==> config.mk <==
export PLATFORM = sky130hd
export DESIGN_NAME = tpf_port_control
export DESIGN_NICKNAME = d
export VERILOG_FILES = /design/src/common/tpf_pkg.sv /design/src/verilog/tpf_port_control.sv
export SDC_FILE = /design/constraint.sdc
export NUM_CORES = 1
export LEC_CHECK = 0
export BUFFER_PORTS_ARGS = -buffer_cell sky130_fd_sc_hd__buf_2
export CAP_MARGIN = 20
export CORE_MARGIN = 3
export CORE_UTILIZATION = 60
export CTS_BUF_LIST = sky130_fd_sc_hd__clkbuf_16
export DETAILED_ROUTE_END_ITERATION = 8
export GPL_TIMING_DRIVEN = 0
export MAX_ROUTING_LAYER = met4
export PLACE_DENSITY = 0.82
export SYNTH_ARGS = -nofsm -noshare
export SYNTH_HDL_FRONTEND = slang
export SYNTH_SLANG_ARGS = --single-unit
export TNS_END_PERCENT = 50
==> constraint.sdc <==
create_clock -name clk -period 17.64 [get_ports clk]
set_clock_uncertainty 0.15 [all_clocks]
set_input_delay 0.882 -clock clk [delete_from_list [all_inputs] [get_ports clk]]
set_output_delay 0.882 -clock clk [all_outputs]
set_load 0.01 [all_outputs]
==> src/common/tpf_pkg.sv <==
// shared constants for the three-port queue control block
// assumes nothing beyond a synthesizable systemverilog tool flow
package tpf_pkg;
	localparam int PORT_A_WIDTH  = 36;
	localparam int PORT_BC_WIDTH = 18;
	localparam int QUEUE_DEPTH   = 16;
	// sampled input vector layout, low bit first
	localparam int SAMP_CLK_A    = 0;
	localparam int SAMP_CLK_B    = 1;
	localparam int SAMP_CLK_C    = 2;
	localparam int SAMP_SEL_A    = 3;
	localparam int SAMP_EN_A     = 4;
	localparam int SAMP_DIR_A    = 5;
	localparam int SAMP_SEL_B    = 6;
	localparam int SAMP_RD_B     = 7;
	localparam int SAMP_WR_C     = 8;
	localparam int SAMP_MODE     = 9;
	localparam int SAMP_DATA_A   = 10;
	localparam int SAMP_DATA_C   = SAMP_DATA_A + PORT_A_WIDTH;
	localparam int SAMP_WIDTH    = SAMP_DATA_C + PORT_BC_WIDTH;
	// selects and mode idle high, everything else low
	localparam logic [SAMP_WIDTH-1:0] SAMP_RESET =
		SAMP_WIDTH'((64'h1 << SAMP_SEL_A) | (64'h1 << SAMP_SEL_B) | (64'h1 << SAMP_MODE));
endpackage

==> src/verilog/tpf_port_control.sv <==
// three-port queue control: port a (36-bit, both ways), port b (18-bit out), port c (18-bit in)
// assumes port clocks and pins arrive from outside and run well below clk/4
// Notes on behaviour
// - port a moves data only while select low
// - port a data floats while select high
// - port b reads only while select low
// - port b data floats while select high
// - port a moves data only while enable high
// - standard mode: port a flag shows empty
// - fall-through mode: port a flag shows ready
// - standard mode: port b flag shows empty
// - fall-through mode: port b flag shows ready
// - standard mode: port a flag shows full
// - fall-through mode: port a shows space
// - standard mode: port c flag shows full
// - fall-through mode: port c shows space
// - port a flags change on port a edges
// - port b flags change on port b edges
// - port c flags change on port c edges
// - each port clock times its own transfers
// - timing select high standard, low fall-through
`timescale 1ns/1ps

////////////////////////////////////////////////////////////////////////////////
module tpf_pair_buffer #(
	parameter int WIDTH = 18
) (
	input  wire logic             clk,
	input  wire logic             rst_n,
	input  wire logic             inValid,
	output logic                  inReady,
	input  wire logic [WIDTH-1:0] inData,
	output logic                  outValid,
	input  wire logic             outReady,
	output logic      [WIDTH-1:0] outData
);
	logic [WIDTH-1:0] slot0_q;
	logic [WIDTH-1:0] slot1_q;
	logic [1:0]       count_q;
	logic             push;
	logic             pop;

	assign inReady  = (count_q != 2'h2);
	assign outValid = (count_q != 2'h0);
	assign outData  = slot0_q;
	assign push     = inValid && inReady;
	assign pop      = outValid && outReady;

	always_ff @(posedge clk or negedge rst_n) begin
		if (!rst_n) begin
			count_q <= 2'h0;
		end else begin
			count_q <= count_q + {1'b0, push} - {1'b0, pop};
		end
	end

	always_ff @(posedge clk or negedge rst_n) begin
		if (!rst_n) begin
			slot0_q <= '0;
			slot1_q <= '0;
		end else begin
			if (pop) begin
				slot0_q <= (count_q == 2'h2) ? slot1_q : inData;
			end else if (push && count_q == 2'h0) begin
				slot0_q <= inData;
			end
			if (push && (count_q == 2'h2 || (count_q == 2'h1 && !pop))) begin
				slot1_q <= inData;
			end
		end
	end
endmodule

////////////////////////////////////////////////////////////////////////////////
module tpf_lane #(
	parameter int WIDTH = 18,
	parameter int DEPTH = 16
) (
	input  wire logic             clk,
	input  wire logic             rst_n,
	input  wire logic             fallThrough,
	input  wire logic             pushEn,
	input  wire logic [WIDTH-1:0] pushData,
	input  wire logic             readStrobe,
	output logic      [WIDTH-1:0] outData,
	output logic                  outReady,
	output logic                  empty,
	output logic                  full
);
	localparam int AW = $clog2(DEPTH);

	logic [WIDTH-1:0] mem [DEPTH];
	logic [AW:0]      wrPtr_q;
	logic [AW:0]      rdPtr_q;
	logic             memEmpty;
	logic             bufInReady;
	logic             bufValid;
	logic             bufTake;
	logic [WIDTH-1:0] bufData;
	logic             memPop;
	logic             loadOut;

	assign memEmpty = (wrPtr_q == rdPtr_q);
	assign full     = (wrPtr_q[AW-1:0] == rdPtr_q[AW-1:0]) && (wrPtr_q[AW] != rdPtr_q[AW]);
	assign memPop   = !memEmpty && bufInReady;
	assign empty    = memEmpty && !bufValid;

	always_ff @(posedge clk) begin
		if (pushEn && !full) begin
			mem[wrPtr_q[AW-1:0]] <= pushData;
		end
	end

	always_ff @(posedge clk or negedge rst_n) begin
		if (!rst_n) begin
			wrPtr_q <= '0;
			rdPtr_q <= '0;
		end else begin
			if (pushEn && !full) begin
				wrPtr_q <= wrPtr_q + 1'b1;
			end
			if (memPop) begin
				rdPtr_q <= rdPtr_q + 1'b1;
			end
		end
	end

	// the pair buffer prefetches so a stalled reader never drops a popped word
	tpf_pair_buffer #(.WIDTH(WIDTH)) prefetch (
		.clk      (clk),
		.rst_n    (rst_n),
		.inValid  (!memEmpty),
		.inReady  (bufInReady),
		.inData   (mem[rdPtr_q[AW-1:0]]),
		.outValid (bufValid),
		.outReady (bufTake),
		.outData  (bufData)
	);

	// fall-through refills the output without a read; standard loads only on a read
	assign loadOut = bufValid && (fallThrough ? (!outReady || readStrobe) : readStrobe);
	assign bufTake = loadOut;

	always_ff @(posedge clk or negedge rst_n) begin
		if (!rst_n) begin
			outData  <= '0;
			outReady <= 1'b0;
		end else begin
			if (loadOut) begin
				outData <= bufData;
			end
			if (loadOut) begin
				outReady <= 1'b1;
			end else if (readStrobe || !fallThrough) begin
				outReady <= 1'b0;
			end
		end
	end
endmodule

////////////////////////////////////////////////////////////////////////////////
module tpf_port_control
	import tpf_pkg::*;
#(
	parameter int DEPTH = tpf_pkg::QUEUE_DEPTH
) (
	input  wire logic                              clk,
	input  wire logic                              arst_n,
	input  wire logic                              portAClock,
	input  wire logic                              portASelect_n,
	input  wire logic                              portATransferEnable,
	input  wire logic                              portAWrite,
	input  wire logic [tpf_pkg::PORT_A_WIDTH-1:0]  portADataIn,
	output logic      [tpf_pkg::PORT_A_WIDTH-1:0]  portADataOut,
	output logic                                   portADataOe_n,
	output logic                                   portAEmptyOrOutReady,
	output logic                                   portAFullOrInReady,
	input  wire logic                              portBClock,
	input  wire logic                              portBSelect_n,
	input  wire logic                              portBReadEnable,
	output logic      [tpf_pkg::PORT_BC_WIDTH-1:0] portBData,
	output logic                                   portBDataOe_n,
	output logic                                   portBEmptyOrOutReady,
	input  wire logic                              portCClock,
	input  wire logic                              portCWriteEnable,
	input  wire logic [tpf_pkg::PORT_BC_WIDTH-1:0] portCData,
	output logic                                   portCFullOrInReady,
	input  wire logic                              endianTimingSelect
);
	import tpf_pkg::*;

	logic [1:0]            rstSync_q;
	logic                  rst_n;
	logic [SAMP_WIDTH-1:0] samp1_q;
	logic [SAMP_WIDTH-1:0] samp2_q;
	logic [2:0]            clkPrev_q;
	logic                  aEdge;
	logic                  bEdge;
	logic                  cEdge;
	logic [1:0]            modeWait_q;
	logic                  modeValid_q;
	logic                  fallThrough_q;
	logic                  aXfer;
	logic                  aWrite;
	logic                  aRead;
	logic                  bRead;
	logic                  cWrite;
	logic [PORT_BC_WIDTH-1:0] abOut;
	logic                  abReady;
	logic                  abEmpty;
	logic                  abFull;
	logic [PORT_BC_WIDTH-1:0] caOut;
	logic                  caReady;
	logic                  caEmpty;
	logic                  caFull;

	////////////////////////////////////////////////////////////////////////////
	always_ff @(posedge clk or negedge arst_n) begin
		if (!arst_n) begin
			rstSync_q <= 2'h0;
		end else begin
			rstSync_q <= {rstSync_q[0], 1'b1};
		end
	end
	assign rst_n = rstSync_q[1];

	// port clocks are sampled like any pin, so data and clock stay aligned
	always_ff @(posedge clk or negedge rst_n) begin
		if (!rst_n) begin
			samp1_q <= SAMP_RESET;
			samp2_q <= SAMP_RESET;
		end else begin
			samp1_q <= {portCData, portADataIn, endianTimingSelect, portCWriteEnable, portBReadEnable,
				portBSelect_n, portAWrite, portATransferEnable, portASelect_n,
				portCClock, portBClock, portAClock};
			samp2_q <= samp1_q;
		end
	end

	always_ff @(posedge clk or negedge rst_n) begin
		if (!rst_n) begin
			clkPrev_q <= 3'h0;
		end else begin
			clkPrev_q <= samp2_q[SAMP_CLK_C:SAMP_CLK_A];
		end
	end
	assign aEdge = samp2_q[SAMP_CLK_A] && !clkPrev_q[0];
	assign bEdge = samp2_q[SAMP_CLK_B] && !clkPrev_q[1];
	assign cEdge = samp2_q[SAMP_CLK_C] && !clkPrev_q[2];

	// timing mode is caught once and then held
	// wait out the two sampler stages, which still hold their reset pattern
	always_ff @(posedge clk or negedge rst_n) begin
		if (!rst_n) begin
			modeWait_q    <= 2'h0;
			modeValid_q   <= 1'b0;
			fallThrough_q <= 1'b0;
		end else if (!modeValid_q) begin
			if (modeWait_q == 2'h2) begin
				modeValid_q   <= 1'b1;
				fallThrough_q <= !samp2_q[SAMP_MODE];
			end else begin
				modeWait_q <= modeWait_q + 2'h1;
			end
		end
	end

	////////////////////////////////////////////////////////////////////////////
	assign aXfer  = aEdge && modeValid_q && !samp2_q[SAMP_SEL_A] && samp2_q[SAMP_EN_A];
	assign aWrite = aXfer && samp2_q[SAMP_DIR_A];
	assign aRead  = aXfer && !samp2_q[SAMP_DIR_A];
	assign bRead  = bEdge && modeValid_q && !samp2_q[SAMP_SEL_B] && samp2_q[SAMP_RD_B];
	assign cWrite = cEdge && modeValid_q && samp2_q[SAMP_WR_C];

	// port a feeds the low half of its word toward port b; no bus sizing here
	tpf_lane #(.WIDTH(PORT_BC_WIDTH), .DEPTH(DEPTH)) aToBQueue (
		.clk         (clk),
		.rst_n       (rst_n),
		.fallThrough (fallThrough_q),
		.pushEn      (aWrite),
		.pushData    (samp2_q[SAMP_DATA_A +: PORT_BC_WIDTH]),
		.readStrobe  (bRead),
		.outData     (abOut),
		.outReady    (abReady),
		.empty       (abEmpty),
		.full        (abFull)
	);

	tpf_lane #(.WIDTH(PORT_BC_WIDTH), .DEPTH(DEPTH)) cToAQueue (
		.clk         (clk),
		.rst_n       (rst_n),
		.fallThrough (fallThrough_q),
		.pushEn      (cWrite),
		.pushData    (samp2_q[SAMP_DATA_C +: PORT_BC_WIDTH]),
		.readStrobe  (aRead),
		.outData     (caOut),
		.outReady    (caReady),
		.empty       (caEmpty),
		.full        (caFull)
	);

	assign portADataOut = {{(PORT_A_WIDTH-PORT_BC_WIDTH){1'b0}}, caOut};
	assign portBData    = abOut;
	// drive port a only on a selected read, port b whenever selected; a write or a high select leaves the bus free
	assign portADataOe_n = samp2_q[SAMP_SEL_A] || samp2_q[SAMP_DIR_A];
	assign portBDataOe_n = samp2_q[SAMP_SEL_B];

	////////////////////////////////////////////////////////////////////////////
	// flags read high as not-empty/ready and not-full/space in both modes
	always_ff @(posedge clk or negedge rst_n) begin
		if (!rst_n) begin
			portAEmptyOrOutReady <= 1'b0;
			portAFullOrInReady   <= 1'b0;
		end else if (aEdge && modeValid_q) begin
			portAEmptyOrOutReady <= fallThrough_q ? caReady : !caEmpty;
			portAFullOrInReady   <= !abFull;
		end
	end

	always_ff @(posedge clk or negedge rst_n) begin
		if (!rst_n) begin
			portBEmptyOrOutReady <= 1'b0;
		end else if (bEdge && modeValid_q) begin
			portBEmptyOrOutReady <= fallThrough_q ? abReady : !abEmpty;
		end
	end

	always_ff @(posedge clk or negedge rst_n) begin
		if (!rst_n) begin
			portCFullOrInReady <= 1'b0;
		end else if (cEdge && modeValid_q) begin
			portCFullOrInReady <= !caFull;
		end
	end
endmodule
==> results of run 1 <==
-- worst max path at each step --
| stage | endpoint | slack (ns) | from | cells after the start |
|---|---|---|---|---|
| after floorplan | aToBQueue.outData[0] | 10.35 | rstSync_q[1] | 0 |
| after global placement | cToAQueue.outData[14] | 7.82 | rstSync_q[1] | 0 |
| after detailed placement | aToBQueue.mem[10][5] | 14.15 | aToBQueue.rdPtr_q[0] | 6 |
| after CTS | aToBQueue.mem[10][0] | 14.13 | aToBQueue.rdPtr_q[0] | 6 |
| after global routing | cToAQueue.mem[3][7] | 13.81 | cToAQueue.rdPtr_q[0] | 8 |
| final | cToAQueue.mem[3][16] | 14.08 | cToAQueue.rdPtr_q[0] | 8 |
-- kinds of logic after synthesis --
kind of cell    count (synthesis)  synth area share
flops                         815             0.760
mux                           254             0.133
compound gates                224            0.0470
simple gates                  148            0.0258
buf+inv                       111            0.0187
xor+xnor                       32           0.00914
fa+ha+maj                      15           0.00612
other cells                     2          0.000245
-- worst max-delay path, stage by stage, from the launching register on --
cell and delay (ns):
sky130_fd_sc_hd__dfrtp_1 0.35, sky130_fd_sc_hd__clkbuf_1 0.31, sky130_fd_sc_hd__xnor2_1 0.14, sky130_fd_sc_hd__and4_1 0.24, sky130_fd_sc_hd__a211oi_1 0.62, sky130_fd_sc_hd__clkbuf_1 0.36
sky130_fd_sc_hd__nand2_1 0.17, sky130_fd_sc_hd__nor3_2 0.66, sky130_fd_sc_hd__buf_6 0.28
-- power by group --
group          leakage (nW)  total, mW  switching (mW)  internal (mW)
Combinational          3.33       1.54           0.860          0.681
Sequential             8.05       2.36           0.124           2.24
Clock                  1.33       1.64           0.700          0.939
-- area by class of cell --
class / instances / area [um^2] / share of cell area
sequential: 815 / 23300 / 0.670
buffer: 99 / 529 / 0.0152
timing repair buffer: 100 / 649 / 0.0187
clock inverter: 61 / 393 / 0.0113
clock buffer: 86 / 2150 / 0.0619
multi-input combinational: 692 / 6870 / 0.198
inverter: 12 / 45.0 / 0.00130
tap: 672 / 841 / 0.0242
antenna: 1 / 2.50 / 0.0000720
-- sequential cells by signal, indices dropped and copies added (netlist names), 2 cells and up --
| signal | cells |
|---|---|
| aToBQueue.mem | 288 |
| cToAQueue.prefetch.count_q | 2 |
| cToAQueue.wrPtr_q | 5 |
| samp1_q | 46 |
| aToBQueue.prefetch.count_q | 2 |
| aToBQueue.prefetch.slot1_q | 18 |
| aToBQueue.wrPtr_q | 5 |
| rstSync_q | 2 |
| modeWait_q | 2 |
| cToAQueue.rdPtr_q | 5 |
| clkPrev_q | 3 |
| aToBQueue.prefetch.outData | 18 |
| aToBQueue.rdPtr_q | 5 |
| cToAQueue.prefetch.outData | 18 |
| cToAQueue.mem | 288 |
| aToBQueue.outData | 18 |
| cToAQueue.prefetch.slot1_q | 18 |
| samp2_q | 46 |
| cToAQueue.outData | 18 |
-- synth_stat cells, drive strengths merged, types with 4 or more instances --
master,count
a221o,18
a22oi,36
and3,30
and4,4
buf,64
clkbuf,35
dfrtp,233
dfstp,6
edfxtp,576
ha,15
inv,12
mux2,128
mux2i,18
mux4,108
nand2,52
nand2b,7
nand4,4
nor2,12
nor2b,7
nor3,21
o21a,20
o21ai,101
o22ai,37
xnor2,20
xor2,12
-- routing by layer --
layer  part of all wire  wire (um)
met3               0.10       6440
met2               0.48      31000
met5                  0          0
met4              0.021       1380
met1               0.40      25600
-- stage by stage --
| stage | area, um^2 | cells |
|---|---|---|
| 2_1_floorplan | 30700 | 1618 |
| 3_3_place_gp | 32000 | 2379 |
| 3_5_place_dp | 32200 | 2386 |
| 4_1_cts | 34700 | 2534 |
| 5_1_grt | 34800 | 2538 |
| 6_report | 34800 | 2538 |
==> flow_summary_export.csv, run 1 <==
group,metric,value,unit
power_and_ir_drop,power.total,5.54,mW
finish,mostFrequentLayoutCells,"sky130_fd_sc_hd__edfxtp_1 (576), sky130_fd_sc_hd__dfrtp_1 (232), sky130_fd_sc_hd__mux2_2 (118), sky130_fd_sc_hd__buf_2 (117), sky130_fd_sc_hd__mux4_2 (108)",
sta,fmax,0.281,GHz
floorplan,x_dimension_of_the_die,232,um
cts,clock_insertion_delay_at_the_later_pin_of_the_skew_report,0.61,ns
floorplan,die_area,53800,um^2
power_and_ir_drop,power.ir.vdd_worst,0.0774,mV
cts,clock-sinks,815,
sta,totalNegativeSetupSlack,0,ns
global_routing,grt.busiest_layer,"met2",
drt,routedWlPerCell,25.4,um
cts,ctsRootBufferMaster,"sky130_fd_sc_hd__clkbuf_16",
worst_setup_path,r2r_start,"cToAQueue.rdPtr_q[0]",
cts,cts_hold_repair.buffers,1,
synthesis,yosys_cell_types,49,
sta,final_max_slew_viol_count,0,
synthesis,synth_top_area_cell,"sky130_fd_sc_hd__edfxtp_1",
sta,setup_violations,0,
drt,routed_wirelength,64.4,mm
worst_setup_path,critical_path_peak_fanout,10,
finish,syn2layout_area_growth,13.4,%
worst_setup_path,worst_setup_path_start_kind,"flop",
synthesis,synthesis.instances,1601,
cts,worst_setup_hold_path_clk_slew,0.06,ns
finish,design.final.nets,1880,
worst_setup_path,setup.worst_path.end_class,"flop",
cts,cts_tree,"built",
global_routing,grt_first_pass_wirelength,98.8,mm
floorplan,placementRows,82,
global_routing,first_global_vias,16286,
worst_setup_path,setup.worst_path.class,"reg -> reg",
sta,timing.final.crit_share,0.202,
sta,grt_setup_unrepaired,"false",
global_routing,groute.layer.met1.usage,0.359,
status,status,"complete, no violations",
global_routing,overflow,0,
drt,drt_iter0_markers,1997,
global_routing,antenna_found_initial,1,
synthesis,synth_seq_area_share,0.760,
placement,gp_congestion,0.812,
floorplan,core_area,50300,um^2
cts,ctsResizeCount,0,
cts,cts_inserted_buffers,79,
sta,slew_headroom,0.237,
power_and_ir_drop,power.static_leakage,12.7,nW
worst_setup_path,required,17.80,ns
drt,drc_errors,0,
job,max_cap_viols,0,
drt,drt_pass1_iterations,6,
worst_setup_path,timing.reg2reg.worst_path_depth,8,
worst_setup_path,worstPathArrival,3.71,ns
global_routing,grt_util_all_layers,0.253,
synthesis,postSynthRegisterBits,815,
worst_setup_path,crit-reg2reg-capture,"cToAQueue.mem[3][16]",
placement,placement.io_buffers,89,
power_and_ir_drop,power_density,159,nW/um^2
synthesis,syn_warnings,0,
floorplan,chipHeight,232,um
synthesis,asyncSetResetFlopFracSynth,0.293,
sta,final_hold_viol_count,0,
cts,number_of_buffers_added_for_setup_after_cts,0,
synthesis,ys_dominant_reg_cell,"sky130_fd_sc_hd__edfxtp_1",
synthesis,syn_area_per_cell,19.1,um^2
synthesis,synthDominantCellAreaShare,0.564,
placement,dp_worst_setup_slack,14.15,ns
cts,cts_buffer_depth,3,
finish,layout_commonest_cell,"sky130_fd_sc_hd__edfxtp_1",
finish,finish.utilization,0.692,
drt,antenna_violating_nets_post_route,0,
worst_hold_path,min_path_type,"reg -> async",
global_routing,met3_usage,0.0496,
sta,timing_worst_slew_pin_value,1.14,ns
finish,layout-drive-gt1-share,0.281,
sta,finalWorstSetupSlack,14.08,ns
floorplan,io-pin-count,126,
sta,final.hold.worst_slack,0.143,ns
finish,layout.filler_cells,3004,
drt,route.vias.total,15781,
sta,min_period,3.56,ns
worst_setup_path,setup.reg_to_reg.worst_slack,14.08,ns
drt,detail_route.vias_per_cell,6.22,
cts,clock_tree.htree_level_count,3,
synthesis,synthesis.area,30700,um^2
synthesis,synth-edff-count,576,
placement,dpl.hpwl,38.2,mm
floorplan,initial_core_util,0.610,
global_routing,met2_routing_resource_usage_after_global_routing,0.381,
global_routing,grt_start_max_net_pins,63,
synthesis,synth.area.top_cells,"sky130_fd_sc_hd__edfxtp_1 (56%), sky130_fd_sc_hd__dfrtp_1 (19%), sky130_fd_sc_hd__mux4_2 (7.9%)",
(Power assumes the default switching activity.)
==> run 2, diff against run 1 <==
Clock period 17.64 ns to 3.6 ns, I/O delays scaled along.
==> run 2 against run 1 <==
  * Sequential share of layout area down 1.1 points
  * Die area unchanged
  * Register-to-register slack worse by 14 ns
  * Wire length grew 2.7%
  * Cell count increased by 2.0%
  * Clock-buffer cell count fell by 2
  * Maximum frequency grew 2.2%
  * Non-clock buffer count is 50 higher
  * Power grew to 4.9 times the previous value
  * Clock power rose to 4.9 times the previous value
  * Critical path depth fell by 2
  * Largest power group unchanged
  * Highest routed layer unchanged
==> flow_summary_export.csv, run 2 (same netlist as run 1, synthesis figures left out) <==
group,metric,value,unit
status,status,"complete, no violations",
cts,clock-sinks,815,
placement,dpl.hpwl,38.2,mm
cts,cts_tree,"built",
cts,number_of_buffers_added_for_setup_after_cts,0,
sta,fmax,0.287,GHz
finish,layout_commonest_cell,"sky130_fd_sc_hd__edfxtp_1",
finish,final_cells,2589,
floorplan,initial_core_util,0.610,
drt,drt_iter0_markers,2211,
sta,timing_worst_slew_pin_value,1.14,ns
cts,cts_buffer_depth,3,
global_routing,grt_start_max_net_pins,64,
worst_setup_path,worst_setup_path_startpoint,"cToAQueue.rdPtr_q[0]",
power_and_ir_drop,power.switching_fraction,0.309,
worst_setup_path,crit-reg2reg-capture,"cToAQueue.mem[4][4]",
placement,gp_congestion,0.810,
power_and_ir_drop,power_density,775,nW/um^2
finish,design.final.nets,1931,
drt,routed_wirelength,66.1,mm
placement,placement.io_buffers,89,
floorplan,chipHeight,232,um
sta,timing.final.crit_share,0.967,
power_and_ir_drop,power.switching,8.46,mW
cts,cts_inserted_buffers,80,
finish,multi_input_area,6900,um^2
drt,drc_errors,0,
cts,clock_insertion_delay_at_the_later_pin_of_the_skew_report,0.62,ns
sta,slew_headroom,0.238,
placement,post-place-cells,2386,
power_and_ir_drop,clock_power_share,0.294,
worst_setup_path,required,3.66,ns
sta,final_hold_viol_count,0,
drt,antenna_violating_nets_post_route,0,
drt,route.vias.total,16141,
global_routing,grt_first_pass_wirelength,99.9,mm
drt,detail_route.vias_per_cell,6.23,
sta,min_period,3.48,ns
power_and_ir_drop,combinationalPowerShare,0.283,
cts,worst_setup_hold_path_clk_slew,0.06,ns
worst_hold_path,count_of_cells_along_the_worst_hold_path,2,
global_routing,antenna_found_initial,2,
drt,routedWlPerCell,25.5,um
worst_hold_path,min_path_type,"in -> reg",
global_routing,overflow,0,
power_and_ir_drop,power.total,27.4,mW
sta,setup_violations,0,
worst_setup_path,timing.reg2reg.worst_path_depth,6,
placement,dpl_cell_area,32200,um^2
worst_setup_path,critical_path_peak_fanout,18,
power_and_ir_drop,sequentialPowerShare,0.423,
sta,grt_setup_unrepaired,"false",
global_routing,grt_util_all_layers,0.257,
worst_setup_path,setup.worst_path.end_class,"flop",
floorplan,die_area,53800,um^2
worst_setup_path,worstPathArrival,3.55,ns
worst_hold_path,min_delay_src,"portCData[15]",
worst_setup_path,setup.worst_path.class,"reg -> reg",
drt,drt_pass1_iterations,5,
floorplan,io-pin-count,126,
worst_setup_path,setup.reg_to_reg.worst_slack,0.12,ns
power_and_ir_drop,power.internal,18.9,mW
finish,layout.filler_cells,2983,
finish,layout.area.seq,23300,um^2
finish,layout-drive-gt1-share,0.276,
sta,finalWorstSetupSlack,0.118,ns
job,max_cap_viols,0,
global_routing,first_global_vias,16623,
power_and_ir_drop,power.ir.vdd_worst,0.471,mV
cts,ctsRootBufferMaster,"sky130_fd_sc_hd__clkbuf_16",
sta,final.hold.worst_slack,0.0510,ns
floorplan,core_area,50300,um^2
cts,clock_tree.htree_level_count,3,
finish,syn2layout_area_growth,15.3,%
finish,post-route-cell-area,35300,um^2
finish,finish.utilization,0.703,
placement,dp_worst_setup_slack,0.0878,ns
sta,totalNegativeSetupSlack,0,ns
floorplan,placementRows,82,
worst_setup_path,worst_setup_path_start_kind,"flop",
worst_setup_path,r2r_start,"cToAQueue.rdPtr_q[0]",
worst_hold_path,endpoint_of_the_worst_hold_path,"samp1_q[61]",
floorplan,x_dimension_of_the_die,232,um
power_and_ir_drop,power.static_leakage,12.9,nW
finish,mostFrequentLayoutCells,"sky130_fd_sc_hd__edfxtp_1 (576), sky130_fd_sc_hd__dfrtp_1 (232), sky130_fd_sc_hd__mux2_2 (118), sky130_fd_sc_hd__buf_2 (117), sky130_fd_sc_hd__mux4_2 (108)",
sta,final_max_slew_viol_count,0,
run 2: timing repair:
item                                    CTS  global route
resized for setup                         0             9
endpoints found under the setup margin    0           341
hold endpoints to repair                 48             0
hold buffers                             48             0
run 2: how the worst max path moves through the flow:
stage | to | slack, ns | cells past startpoint
2_1_floorplan | aToBQueue.mem[3][0] | 0.24 | 7
3_3_place_gp | aToBQueue.mem[3][1] | -1.26 | 7
3_5_place_dp | cToAQueue.mem[3][10] | 0.09 | 9
4_1_cts | aToBQueue.mem[3][16] | 0.007 | 8
5_1_grt | cToAQueue.mem[10][13] | 0.001 | 6
6_report | cToAQueue.mem[4][4] | 0.12 | 6
run 2: power by group through the flow:
stage | Sequential [mW] | Clock, mW | Combinational (mW)
2_1_floorplan | 11.7 | 0 | 5.19
3_3_place_gp | 11.7 | 0 | 7.07
3_5_place_dp | 11.8 | 0 | 7.42
4_1_cts | 11.6 | 8.09 | 7.64
5_1_grt | 11.7 | 8.45 | 8.31
6_report | 11.6 | 8.06 | 7.74
run 2: worst max-delay path: stages (launching register included):
cell                       delay (ns)
sky130_fd_sc_hd__dfrtp_1         0.38
sky130_fd_sc_hd__clkbuf_1        0.34
sky130_fd_sc_hd__xnor2_1         0.16
sky130_fd_sc_hd__and4_1          0.25
sky130_fd_sc_hd__a211oi_2        0.43
sky130_fd_sc_hd__clkbuf_1        0.40
sky130_fd_sc_hd__and3_1          0.97
run 2: layer usage:
metal  share of wire  GRT usage  routed length [um]
met1            0.39      0.357               25700
met2            0.48      0.382               31900
met3            0.10     0.0604                6920
met4           0.024     0.0862                1600
met5               0          -                   0
run 2: area by class of cell:
class,count,share of cell area
flip-flops and latches,815,0.659
multi-input cells,692,0.195
clock buffers,84,0.0595
repair buffers,150,0.0345
well taps,672,0.0238
plain buffers,99,0.0150
clock inverters,63,0.0120
inverters,12,0.00127
diodes,2,0.000142
